[config.mk]
export PLATFORM = sky130hd
export DESIGN_NAME = css_clock_source_select
export DESIGN_NICKNAME = d
export VERILOG_FILES = /design/src/pkg/css_pkg.sv /design/src/core/css_clk_mux.sv /design/src/core/css_clock_source_select.sv
export SDC_FILE = /design/constraint.sdc
export NUM_CORES = 1
export LEC_CHECK = 0
export BUFFER_PORTS_ARGS = -buffer_cell sky130_fd_sc_hd__clkbuf_2
export CAP_MARGIN = 10
export CORE_UTILIZATION = 61
export DETAILED_ROUTE_END_ITERATION = 8
export PLACE_DENSITY = 0.91
export SKIP_CTS_REPAIR_TIMING = 1
export SLEW_MARGIN = 20
export SYNTH_ARGS = -nofsm -noshare
export SYNTH_HDL_FRONTEND = slang
export SYNTH_SLANG_ARGS = --single-unit
[constraint.sdc]
create_clock -name clk -period 3.3 [get_ports clk]
set_input_delay 0 -clock clk [delete_from_list [all_inputs] [get_ports clk]]
set_output_delay 0 -clock clk [all_outputs]
set_load 0.02 [all_outputs]
[src/pkg/css_pkg.sv]
// Purpose: Shared constants and types for the clock source select block.
// Assumes: One 40 MHz system clock; source clocks are slower than clk/4.
// Notes:   Register offsets are page-zero byte addresses.
// Operation
// - Reference code picks MCLK, SCLK, oscillator, GPIO.
// - Auto-set mode overrides software reference choice.
// - Undefined reference codes mute the reference.
// - DSP source codes 000-101; others mute.
// - DAC source uses DSP encoding; others mute.
// - Oversampling source codes 000-110; others mute.
// - Charge-pump source uses oversampling encoding.
// - Master clock auto-picks PLL/MCLK path or oscillator.
// - DSP pin select: 011 zero, 101 two.
// - DAC pin select: 011 zero, 101 two.
// - Charge-pump pin select likewise; 010 mutes.
// - Oversampling pin select likewise; others mute.
// - DAC run low halts DAC and derived clocks.
// - Reference pin select: 011 zero, 101 two.
package css_pkg;

   ////////////////////////////////////////////////////////////////////////////
   // Register offsets
   localparam logic [7:0] CSS_OFF_REF_DSP  = 8'h0D;
   localparam logic [7:0] CSS_OFF_DAC_OVS  = 8'h0E;
   localparam logic [7:0] CSS_OFF_CP       = 8'h0F;
   localparam logic [7:0] CSS_OFF_PIN_DD   = 8'h10;
   localparam logic [7:0] CSS_OFF_PIN_CO   = 8'h11;
   localparam logic [7:0] CSS_OFF_PIN_REF  = 8'h12;

   // Field positions (low bit of each three-bit field)
   localparam int CSS_POS_HI = 4;
   localparam int CSS_POS_LO = 0;

   // Reset value of every select field
   localparam logic [2:0] CSS_FIELD_RST = 3'h0;

   ////////////////////////////////////////////////////////////////////////////
   // Source codes
   localparam logic [2:0] CSS_REF_MCLK       = 3'h0;
   localparam logic [2:0] CSS_REF_SCLK       = 3'h1;
   localparam logic [2:0] CSS_REF_OSCILLATOR = 3'h2;
   localparam logic [2:0] CSS_REF_GPIO       = 3'h3;
   localparam logic [2:0] CSS_CORE_LAST      = 3'h5;
   localparam logic [2:0] CSS_OVS_DAC        = 3'h0;
   localparam logic [2:0] CSS_OVS_LAST       = 3'h6;
   localparam logic [2:0] CSS_PIN_ZERO       = 3'h3;
   localparam logic [2:0] CSS_PIN_TWO        = 3'h5;

   // Positions in each channel's candidate vector
   localparam logic [2:0] CSS_IDX_MASTER     = 3'h0;
   localparam logic [2:0] CSS_IDX_PLL        = 3'h1;
   localparam logic [2:0] CSS_IDX_OSCILLATOR = 3'h2;
   localparam logic [2:0] CSS_IDX_MCLK       = 3'h3;
   localparam logic [2:0] CSS_IDX_SCLK       = 3'h4;
   localparam logic [2:0] CSS_IDX_GPIO       = 3'h5;
   localparam logic [2:0] CSS_IDX_DAC        = 3'h6;

   // Channel numbers
   localparam int CSS_CH_DSP = 0;
   localparam int CSS_CH_DAC = 1;
   localparam int CSS_CH_OVS = 2;
   localparam int CSS_CH_CP  = 3;
   localparam int CSS_CH_REF = 4;
   localparam int CSS_NCH    = 5;

   ////////////////////////////////////////////////////////////////////////////
   // Timing: MCLK is declared lost after this long without a rising edge
   localparam int CSS_CLK_PERIOD_NS = 25;
   localparam int CSS_MCLK_LOSS_NS  = 1000;
   localparam int CSS_MCLK_LOSS_CYC =
      (CSS_MCLK_LOSS_NS + CSS_CLK_PERIOD_NS - 1) / CSS_CLK_PERIOD_NS;
   localparam logic [7:0] CSS_LOSS_LIMIT = 8'(CSS_MCLK_LOSS_CYC);

   ////////////////////////////////////////////////////////////////////////////
   // Types
   typedef struct packed {
      logic pll;
      logic oscillator;
      logic mclk;
      logic sclk;
      logic gpio_zero;
      logic gpio_two;
   } css_src_s;

   typedef struct packed {
      logic       mute;
      logic [2:0] idx;
   } css_sel_s;

endpackage : css_pkg

[src/core/css_clk_mux.sv]
// Purpose: One clock-source selector stage with mute.
// Assumes: Candidates are already synchronised to clk.
// Notes:   Output is a flop, so it lags the selection by one cycle.
module css_clk_mux (
   input  wire logic             clk,
   input  wire logic             rst,
   input  wire logic [7:0]       cand,
   input  wire css_pkg::css_sel_s sel,
   output logic                  clk_out
);

   wire logic picked;

   assign picked = sel.mute ? 1'b0 : cand[sel.idx];

   always_ff @(posedge clk or posedge rst)
   begin
      if (rst)
         clk_out <= 1'b0;
      else
         clk_out <= picked;
   end

endmodule : css_clk_mux

[src/core/css_clock_source_select.sv]
// Purpose: Register-driven source selection for DSP, DAC, oversampling,
//          charge-pump dividers and the PLL reference.
// Assumes: Register port is the page-zero control port; one access per cycle.
// Notes:   Source levels are resampled at 40 MHz, so outputs carry jitter of
//          one clk period; fine for control modelling, not for audio use.
module css_clock_source_select (
   input  wire logic              clk,
   input  wire logic              rst,
   input  wire logic [7:0]        reg_addr,
   input  wire logic [7:0]        reg_wdata,
   input  wire logic              reg_we,
   input  wire logic              reg_re,
   output logic [7:0]             reg_rdata,
   input  wire css_pkg::css_src_s src_pins,
   input  wire logic              clock_auto_set,
   input  wire logic              dac_divider_run,
   output logic                   dsp_clock,
   output logic                   dac_clock,
   output logic                   oversampling_clock,
   output logic                   charge_pump_clock,
   output logic                   pll_reference_clock,
   output logic                   master_on_oscillator
);

   ////////////////////////////////////////////////////////////////////////////
   // Decoders
   function automatic css_pkg::css_sel_s dec_core(input logic [2:0] code);
      css_pkg::css_sel_s s;
      s.mute = (code > css_pkg::CSS_CORE_LAST);
      s.idx  = code;
      return s;
   endfunction : dec_core

   function automatic css_pkg::css_sel_s dec_ovs(input logic [2:0] code);
      css_pkg::css_sel_s s;
      s.mute = (code > css_pkg::CSS_OVS_LAST);
      s.idx  = (code == css_pkg::CSS_OVS_DAC) ? css_pkg::CSS_IDX_DAC : code - 3'h1;
      return s;
   endfunction : dec_ovs

   function automatic logic pick_pin(input logic [2:0] code, input logic g0,
                                     input logic g2);
      logic v;
      v = 1'b0;
      if (code == css_pkg::CSS_PIN_ZERO)
         v = g0;
      else if (code == css_pkg::CSS_PIN_TWO)
         v = g2;
      return v;
   endfunction : pick_pin

   ////////////////////////////////////////////////////////////////////////////
   // Source synchroniser and MCLK presence
   css_pkg::css_src_s sync1_reg;
   css_pkg::css_src_s sync2_reg;
   logic              mclk_prev_reg;
   logic [7:0]        loss_cnt_reg;
   logic [7:0]        loss_cnt_next;
   logic              mclk_present;

   always_ff @(posedge clk or posedge rst)
   begin
      if (rst)
      begin
         sync1_reg     <= '0;
         sync2_reg     <= '0;
         mclk_prev_reg <= 1'b0;
         loss_cnt_reg  <= css_pkg::CSS_LOSS_LIMIT;
      end
      else
      begin
         sync1_reg     <= src_pins;
         sync2_reg     <= sync1_reg;
         mclk_prev_reg <= sync2_reg.mclk;
         loss_cnt_reg  <= loss_cnt_next;
      end
   end

   // Saturating count since last MCLK rise; starts "lost" so the oscillator runs first
   assign loss_cnt_next = (sync2_reg.mclk && !mclk_prev_reg) ? 8'h00 :
                          (loss_cnt_reg == css_pkg::CSS_LOSS_LIMIT) ? loss_cnt_reg :
                          loss_cnt_reg + 8'h01;
   assign mclk_present         = (loss_cnt_reg != css_pkg::CSS_LOSS_LIMIT);
   assign master_on_oscillator = !mclk_present;

   ////////////////////////////////////////////////////////////////////////////
   // Register file
   logic [2:0] ref_sel_reg, dsp_src_reg, dac_src_reg, ovs_src_reg, cp_src_reg;
   logic [2:0] dsp_pin_reg, dac_pin_reg, cp_pin_reg, ovs_pin_reg, ref_pin_reg;
   wire  logic wr_ref_dsp, wr_dac_ovs, wr_cp, wr_pin_dd, wr_pin_co, wr_pin_ref;
   wire  logic [2:0] wd_hi, wd_lo;
   logic [7:0] rd_value;

   assign wr_ref_dsp = reg_we && (reg_addr == css_pkg::CSS_OFF_REF_DSP);
   assign wr_dac_ovs = reg_we && (reg_addr == css_pkg::CSS_OFF_DAC_OVS);
   assign wr_cp      = reg_we && (reg_addr == css_pkg::CSS_OFF_CP);
   assign wr_pin_dd  = reg_we && (reg_addr == css_pkg::CSS_OFF_PIN_DD);
   assign wr_pin_co  = reg_we && (reg_addr == css_pkg::CSS_OFF_PIN_CO);
   assign wr_pin_ref = reg_we && (reg_addr == css_pkg::CSS_OFF_PIN_REF);
   assign wd_hi      = reg_wdata[css_pkg::CSS_POS_HI +: 3];
   assign wd_lo      = reg_wdata[css_pkg::CSS_POS_LO +: 3];

   always_ff @(posedge clk or posedge rst)
   begin
      if (rst)
      begin
         ref_sel_reg <= css_pkg::CSS_FIELD_RST;
         dsp_src_reg <= css_pkg::CSS_FIELD_RST;
         dac_src_reg <= css_pkg::CSS_FIELD_RST;
         ovs_src_reg <= css_pkg::CSS_FIELD_RST;
         cp_src_reg  <= css_pkg::CSS_FIELD_RST;
         dsp_pin_reg <= css_pkg::CSS_FIELD_RST;
         dac_pin_reg <= css_pkg::CSS_FIELD_RST;
         cp_pin_reg  <= css_pkg::CSS_FIELD_RST;
         ovs_pin_reg <= css_pkg::CSS_FIELD_RST;
         ref_pin_reg <= css_pkg::CSS_FIELD_RST;
      end
      else
      begin
         if (wr_ref_dsp)
         begin
            ref_sel_reg <= wd_hi;
            dsp_src_reg <= wd_lo;
         end
         if (wr_dac_ovs)
         begin
            dac_src_reg <= wd_hi;
            ovs_src_reg <= wd_lo;
         end
         if (wr_cp)
            cp_src_reg <= wd_lo;
         if (wr_pin_dd)
         begin
            dsp_pin_reg <= wd_hi;
            dac_pin_reg <= wd_lo;
         end
         if (wr_pin_co)
         begin
            cp_pin_reg  <= wd_hi;
            ovs_pin_reg <= wd_lo;
         end
         if (wr_pin_ref)
            ref_pin_reg <= wd_lo;
      end
   end

   // Reserved bits read zero; unmapped addresses read 8'h00
   always_comb
   begin
      if (reg_addr == css_pkg::CSS_OFF_REF_DSP)
         rd_value = {1'b0, ref_sel_reg, 1'b0, dsp_src_reg};
      else if (reg_addr == css_pkg::CSS_OFF_DAC_OVS)
         rd_value = {1'b0, dac_src_reg, 1'b0, ovs_src_reg};
      else if (reg_addr == css_pkg::CSS_OFF_CP)
         rd_value = {5'h00, cp_src_reg};
      else if (reg_addr == css_pkg::CSS_OFF_PIN_DD)
         rd_value = {1'b0, dsp_pin_reg, 1'b0, dac_pin_reg};
      else if (reg_addr == css_pkg::CSS_OFF_PIN_CO)
         rd_value = {1'b0, cp_pin_reg, 1'b0, ovs_pin_reg};
      else if (reg_addr == css_pkg::CSS_OFF_PIN_REF)
         rd_value = {5'h00, ref_pin_reg};
      else
         rd_value = 8'h00;
   end

   always_ff @(posedge clk or posedge rst)
   begin
      if (rst)
         reg_rdata <= 8'h00;
      else if (reg_re)
         reg_rdata <= rd_value;
   end

   ////////////////////////////////////////////////////////////////////////////
   // Selection
   css_pkg::css_sel_s sel   [css_pkg::CSS_NCH];
   logic [7:0]        cand  [css_pkg::CSS_NCH];
   logic              gpio  [css_pkg::CSS_NCH];
   logic              ch_out[css_pkg::CSS_NCH];
   wire  logic        master_lvl, dac_live;
   css_pkg::css_sel_s dac_raw, ref_sw, ref_auto;

   assign master_lvl = mclk_present ? sync2_reg.pll : sync2_reg.oscillator;
   // Gating with run cuts the derived clocks in the same cycle as the DAC
   assign dac_live   = dac_clock && dac_divider_run;

   assign gpio[css_pkg::CSS_CH_DSP] =
      pick_pin(dsp_pin_reg, sync2_reg.gpio_zero, sync2_reg.gpio_two);
   assign gpio[css_pkg::CSS_CH_DAC] =
      pick_pin(dac_pin_reg, sync2_reg.gpio_zero, sync2_reg.gpio_two);
   assign gpio[css_pkg::CSS_CH_OVS] =
      pick_pin(ovs_pin_reg, sync2_reg.gpio_zero, sync2_reg.gpio_two);
   assign gpio[css_pkg::CSS_CH_CP]  =
      pick_pin(cp_pin_reg, sync2_reg.gpio_zero, sync2_reg.gpio_two);
   assign gpio[css_pkg::CSS_CH_REF] =
      pick_pin(ref_pin_reg, sync2_reg.gpio_zero, sync2_reg.gpio_two);

   assign sel[css_pkg::CSS_CH_DSP] = dec_core(dsp_src_reg);
   assign dac_raw                  = dec_core(dac_src_reg);
   assign sel[css_pkg::CSS_CH_DAC] = '{mute: dac_raw.mute || !dac_divider_run,
                                       idx: dac_raw.idx};
   assign sel[css_pkg::CSS_CH_OVS] = dec_ovs(ovs_src_reg);
   assign sel[css_pkg::CSS_CH_CP]  = dec_ovs(cp_src_reg);

   // Reference codes map onto the shared candidate positions
   assign ref_sw.mute = (ref_sel_reg > css_pkg::CSS_REF_GPIO);
   assign ref_sw.idx  = (ref_sel_reg == css_pkg::CSS_REF_MCLK) ? css_pkg::CSS_IDX_MCLK :
                        (ref_sel_reg == css_pkg::CSS_REF_SCLK) ? css_pkg::CSS_IDX_SCLK :
                        (ref_sel_reg == css_pkg::CSS_REF_OSCILLATOR) ?
                        css_pkg::CSS_IDX_OSCILLATOR :
                        css_pkg::CSS_IDX_GPIO;
   // Auto mode: MCLK while it toggles, otherwise fall back to SCLK
   assign ref_auto.mute = 1'b0;
   assign ref_auto.idx  = mclk_present ? css_pkg::CSS_IDX_MCLK : css_pkg::CSS_IDX_SCLK;
   assign sel[css_pkg::CSS_CH_REF] = clock_auto_set ? ref_auto : ref_sw;

   genvar ch;
   generate
      for (ch = 0; ch < css_pkg::CSS_NCH; ch++)
      begin : g_ch
         assign cand[ch] = {1'b0, dac_live, gpio[ch], sync2_reg.sclk, sync2_reg.mclk,
                            sync2_reg.oscillator, sync2_reg.pll, master_lvl};
         css_clk_mux u_mux (
            .clk     (clk),
            .rst     (rst),
            .cand    (cand[ch]),
            .sel     (sel[ch]),
            .clk_out (ch_out[ch])
         );
      end
   endgenerate

   assign dsp_clock           = ch_out[css_pkg::CSS_CH_DSP];
   assign dac_clock           = ch_out[css_pkg::CSS_CH_DAC];
   assign oversampling_clock  = ch_out[css_pkg::CSS_CH_OVS];
   assign charge_pump_clock   = ch_out[css_pkg::CSS_CH_CP];
   assign pll_reference_clock = ch_out[css_pkg::CSS_CH_REF];
endmodule : css_clock_source_select

==> metrics, run 1 <==
Post-synth top flop=dfrtp_1; post-synthesis sequential area ratio=45.0%; first-pass GRT wire length=12600 um; DP HPWL=5290 um; core area=0.00547 mm2; Critical Path Max Stage Delay=0.49 ns; crit path cell chain=inv_1, ha_1, or3b_2, a221oi_1, a32o_1, a221oi_2; Post-route DRC=0; Power Dens Cells=470 mW/mm2; Pins Over Slew Limit=0; antenna viol nets, final=0; async set-reset flop share out of synthesis=100%; worst endpoint data arrival time=2.39 ns; DRT met1 WL=3340 um; PortBufs=37; P&R area growth vs syn=14.5%; FILL cells=370; metal2 WL=3780 um; relative slew slack=42.0%; via count=2729; worst slew pin tran=0.868 ns; Via density=6.42; outcome=complete, but fails checks; RSZ-0062 raised after global routing=no; row count=27; Finished Layout Cells=425; Crit Path Max Fanout=9; met3 wire length=537 um; commonest non-fill, non-tap cell in the layout=dfrtp_1; slowest CP cell=or3b_2; max cap viols=0; crit path time final=2.17 ns; CTS max path bufs=2; endpoint class of the critical path=flop; WL/cell=18.8 um; Leak=1.77 nW; CTS tree=done; gr usage total=27.8%; Congestion Overflow GR=0; Die X-Extent=77.2 um; # IOs=42; Max Fclk=0.461 GHz; Synth Cell Area=0.00345 mm2; top sig layer=met4; Root Driver=clkbuf_8; Initial DRC Count=339; syn avg cell area=11.3 um2; hold crit path type=primary input to flop; largest net degree at the start of global routing=36; TritonRoute pass-1 iters=5; Tcrit/Tclk final=65.7%; Max VDD drop=282 uV; die area=0.00596 mm2; placed insts=398; Num CTS Buffers=9; Synth top area share=43.5%; GP Congestion=0.851; max reg flops=8; clock skew=0.00914 ns; CP bufs+invs=1; synth warn=0; post-route cell area=0.00395 mm2; WHS=-0.00210 ns; total negative setup slack=0 ns; H-tree levels=3; Synth area leader=dfrtp_1; initial antenna violation count=0; endpoints failing setup=0; Worst EP required=3.52 ns; Final Core Density=72.2%; CTS clk-pin slew, worst paths=0.07 ns; most frequent cells in the layout=60 x dfrtp_1, 37 x clkbuf_2, 19 x mux2_2; initial core utilization=63.1%; nets=384; die span in y=77.2 um; Synth area leaders=dfrtp_1 43%, mux2_2 6.2%, mux2_4 5.2%, mux2i_1 3.2%, ha_1 2.9%; n_diodes=0; share of layout cells above drive strength 1=30.0%; Yosys cell types=63; Synth Register Bits=62; Mapped Cells=305; failing checks=negative hold slack; Final Hold Fails=1; Post-synth EDFFs=0; Clk Latency, worst-skew pair=0.35 ns; Sinks on Clock Net=62; Largest delay share family, worst path=compound AO/OA/AOI/OAI gates; total detailed-routing wirelength=7970 um; DP Area=0.00362 mm2; critical path startpoint category=flop; critical path class=flop to flop; vias in the first global route=2563
path summary, 6_finish.rpt:
check / slack (ns) / startpoint / cells after the start / endpoint
hold / removal: -0.002 / dac_divider_run / 3 / g_ch[1].u_mux.clk_out
max in group asynchronous: 2.20 / rst / 4 / ref_pin_reg[0]
setup reg to reg: 1.13 / cp_src_reg[0] / 6 / g_ch[3].u_mux.clk_out
hold reg to reg: 0.35 / sync1_reg[2] / 0 / cand[4]
min in group asynchronous: 0.24 / rst / 3 / g_ch[3].u_mux.clk_out
setup / recovery: 1.13 / cp_src_reg[0] / 6 / g_ch[3].u_mux.clk_out
cells in the mapped netlist, types with 3 or more instances:
master      n
buf_4       3
a32oi_1     4
ha_1        8
o221ai_1    3
nand3_1     6
buf_2       6
a21oi_1    18
o221a_2     3
and3b_1     4
dfrtp_1    60
o2bb2ai_1   3
mux2_2     19
nor3_1      4
clkbuf_1    4
buf_6       4
nor2b_1     9
nand2b_1    7
o21ai_0    14
inv_1      16
mux2_4     12
o31ai_1     4
nand3b_1    5
nand2_1    13
mux2i_1    11
a31oi_1     4
o211ai_1    5
nor2_1      9
per-stage QoR:
step	hold WS, ns	worst slack, ns	power, mW
floorplan	0.0314	1.42	1.06
global placement	0.0703	1.24	1.11
detailed placement	0.0818	1.18	1.13
CTS	-0.283	1.17	1.84
global route	0.0196	1.06	1.92
finish	-0.00210	1.13	1.86
worst min-delay path: stages:
cell	delay, ns
clkbuf_2	0.13
inv_1	0.08
o32ai_2	0.08
logic make-up (layout without fill, tap and decap cells):
| logic type | Yosys count | count (layout) | synth area share [%] |
|---|---|---|---|
| AOI/OAI and AO/OA | 75 | 75 | 15.8 |
| xor gates and xnor gates | 4 | 4 | 1.02 |
| adders and majority gates | 8 | 8 | 2.90 |
| buffers and inverters | 34 | 81 | 5.11 |
| DFF | 62 | 62 | 45.0 |
| muxes | 42 | 42 | 14.6 |
| other | 1 | 2 | 0.109 |
| and+or+nand+nor | 79 | 79 | 15.4 |
metal layers:
layer  GRT usage (%)  vias up
met2            43.6      146
met5               0        -
met1            37.0     1339
li1                -     1208
met3            4.64       36
met4            14.7        0
power breakdown:
group / switching [mW] / total, mW / internal (mW) / leakage, nW
logic: 0.151 / 0.261 / 0.110 / 0.848
registers: 0.0579 / 0.872 / 0.814 / 0.808
clock network: 0.295 / 0.724 / 0.429 / 0.115
total: 0.504 / 1.86 / 1.35 / 1.77
layout make-up:
class / instances / area (um2) / share of cell area, %
Inverter: 16 / 60.1 / 1.52
Sequential cell: 62 / 1550 / 39.3
Clock inverter: 3 / 40.0 / 1.01
Timing Repair Buffer: 49 / 303 / 7.66
Tap cell: 72 / 90.1 / 2.28
Multi-Input combinational cell: 210 / 1730 / 43.7
Clock buffer: 13 / 179 / 4.53
(Power assumes the default switching activity.)
==> run 2: changes to the inputs <==
Settings changed: CORE_UTILIZATION 61 to 58, PLACE_DENSITY 0.91 to 0.88.
Clock period 3.3 ns to 2.1 ns, I/O delays scaled along.
==> run 2 against run 1 <==
The flow finishes with violations (negative hold slack, negative setup slack). Count of clock-buffer cells in the layout stayed put. Via count is 0.11% lower. Die area is 5.0% higher. Setup slack worse by 1.2 ns. Sequential share of layout area is 0.65 points lower. Non-clock buffer count is 5 higher. Sequential power is 57% higher. Register-to-register slack worse by 1.2 ns. Wire length is 2.4% higher. Total power is 63% higher. Clock power is 70% higher. Core utilization is 0.56 points lower. Critical endpoint is now g_ch[2].u_mux.clk_out.
==> metrics, run 2 (synthesis results as in run 1) <==
outcome=complete, but fails checks; failing checks=negative hold slack, negative setup slack; Post-route DRC=0; first-pass GRT wire length=13200 um; Clk Latency, worst-skew pair=0.35 ns; max reg flops=8; Placement Setup Slack=0.177 ns; largest net degree at the start of global routing=34; endpoint class of the critical path=flop; post-route cell area=0.00402 mm2; Worst EP required=2.36 ns; CTS max path bufs=2; Critical Path Max Stage Delay=0.58 ns; total detailed-routing wirelength=8160 um; Pins Over Slew Limit=0; Power Dens Cells=751 mW/mm2; n_diodes=0; worst slew pin tran=0.627 ns; Max Fclk=0.469 GHz; setup ws final=-0.0335 ns; Crit Reg-Reg Endpoint=g_ch[2].u_mux.clk_out; Congestion Overflow GR=0; Tcrit/Tclk final=102%; GP Congestion=0.879; reg2reg path depth=6; initial antenna violation count=0; RSZ-0062 raised after global routing=no; relative slew slack=58.2%; share of layout cells above drive strength 1=30.7%; Leak=1.81 nW; RR Startpoint=ovs_src_reg[0]; initial core utilization=61.6%; register-to-register setup slack=-0.03 ns; commonest non-fill, non-tap cell in the layout=dfrtp_1; die area=0.00626 mm2; nets=389; TritonRoute pass-1 iters=6; start point of the critical path=ovs_src_reg[0]; CTS tree=done; Crit Path Max Fanout=5; Final Hold Fails=1; WHS=-0.00269 ns; Die X-Extent=79.2 um; crit path cell chain=inv_1, ha_1, and2b_1, a2111oi_1, o32ai_1, a221oi_2; vias in the first global route=2620; Max VDD drop=536 uV; CTS clk-pin slew, worst paths=0.07 ns; critical path class=flop to flop; slowest CP cell=a2111oi_1; Initial DRC Count=360; crit path time final=2.13 ns; hold crit path type=primary input to flop; gr usage total=28.5%; core area=0.00561 mm2; P&R area growth vs syn=16.4%; H-tree levels=3; PortBufs=37; antenna viol nets, final=0; # IOs=42; clock skew=0.00958 ns; die span in y=79.2 um; most frequent cells in the layout=60 x dfrtp_1, 37 x clkbuf_2, 19 x mux2_2; critical path startpoint category=flop; endpoints failing setup=1; Worst Hold Launch=dac_divider_run; Final Core Density=71.6%; Via density=6.34; max cap viols=0; WL/cell=19.0 um; Root Driver=clkbuf_8; row count=27; Num CTS Buffers=9; via count=2726; Sinks on Clock Net=62; DP Area=0.00367 mm2; worst endpoint data arrival time=2.39 ns; FILL cells=409; DP HPWL=5550 um; CP endpoint=g_ch[2].u_mux.clk_out
==> run 2: changes by cell type in the layout (fill, tap and decap cells not counted) <==
| cell | previous run | this run |
|---|---|---|
| clkbuf_1 | 0 | 1 |
| clkinv_2 | 2 | 1 |
| a2111oi_0 | 1 | 0 |
| buf_4 | 1 | 5 |
| a2111oi_1 | 0 | 1 |
| bufinv_16 | 1 | 2 |
| clkbuf_8 | 13 | 12 |
| buf_12 | 0 | 1 |
==> run 2: worst max-delay path: cells and delay by family (launching register included) <==
kind	cells	cell delay (ns)
adders and majority gates	1	0.29
and+or+nand+nor	1	0.22
AOI/OAI and AO/OA	3	1.06
buffers and inverters	1	0.13
DFF	1	0.35
==> run 2: per-stage QoR <==
step	TNS, ns	total power [mW]	instances
6_report	-0.0335	3.02	430
5_1_grt	0	3.12	430
4_1_cts	0	3.00	419
3_5_place_dp	0	1.78	403
3_3_place_gp	0	1.76	403
2_1_floorplan	0	1.66	306
==> run 2: worst min-delay path by stage <==
stage                                 end  slack (ns)  cells past startpoint
finish              g_ch[1].u_mux.clk_out      -0.003                      3
global route        g_ch[1].u_mux.clk_out        0.02                      3
CTS                         mclk_prev_reg       -0.26                      2
detailed placement           sync1_reg[3]        0.11                      2
global placement             sync1_reg[3]        0.09                      2
floorplan                    sync1_reg[0]        0.03                      0
==> run 2: cell type report <==
cell class | count | area [um2] | share of cell area, %
Inverter | 16 | 60.1 | 1.49
Tap cell | 72 | 90.1 | 2.24
Sequential cell | 62 | 1550 | 38.7
Multi-Input combinational cell | 210 | 1730 | 43.0
Timing Repair Buffer | 54 | 353 | 8.78
Clock inverter | 3 | 65.1 | 1.62
Clock buffer | 13 | 169 | 4.20
==> run 2: per-layer routing <==
metal | GRT usage, % | routed length, um
met1 | 37.1 | 3320
met2 | 44.9 | 3930
met3 | 5.86 | 595
met4 | 15.1 | 320
met5 | 0 | 0
==> run 2: power by group <==
| part | internal (mW) | switching [mW] |
|---|---|---|
| Combinational | 0.180 | 0.241 |
| Clock | 0.764 | 0.466 |
| Sequential | 1.28 | 0.0887 |
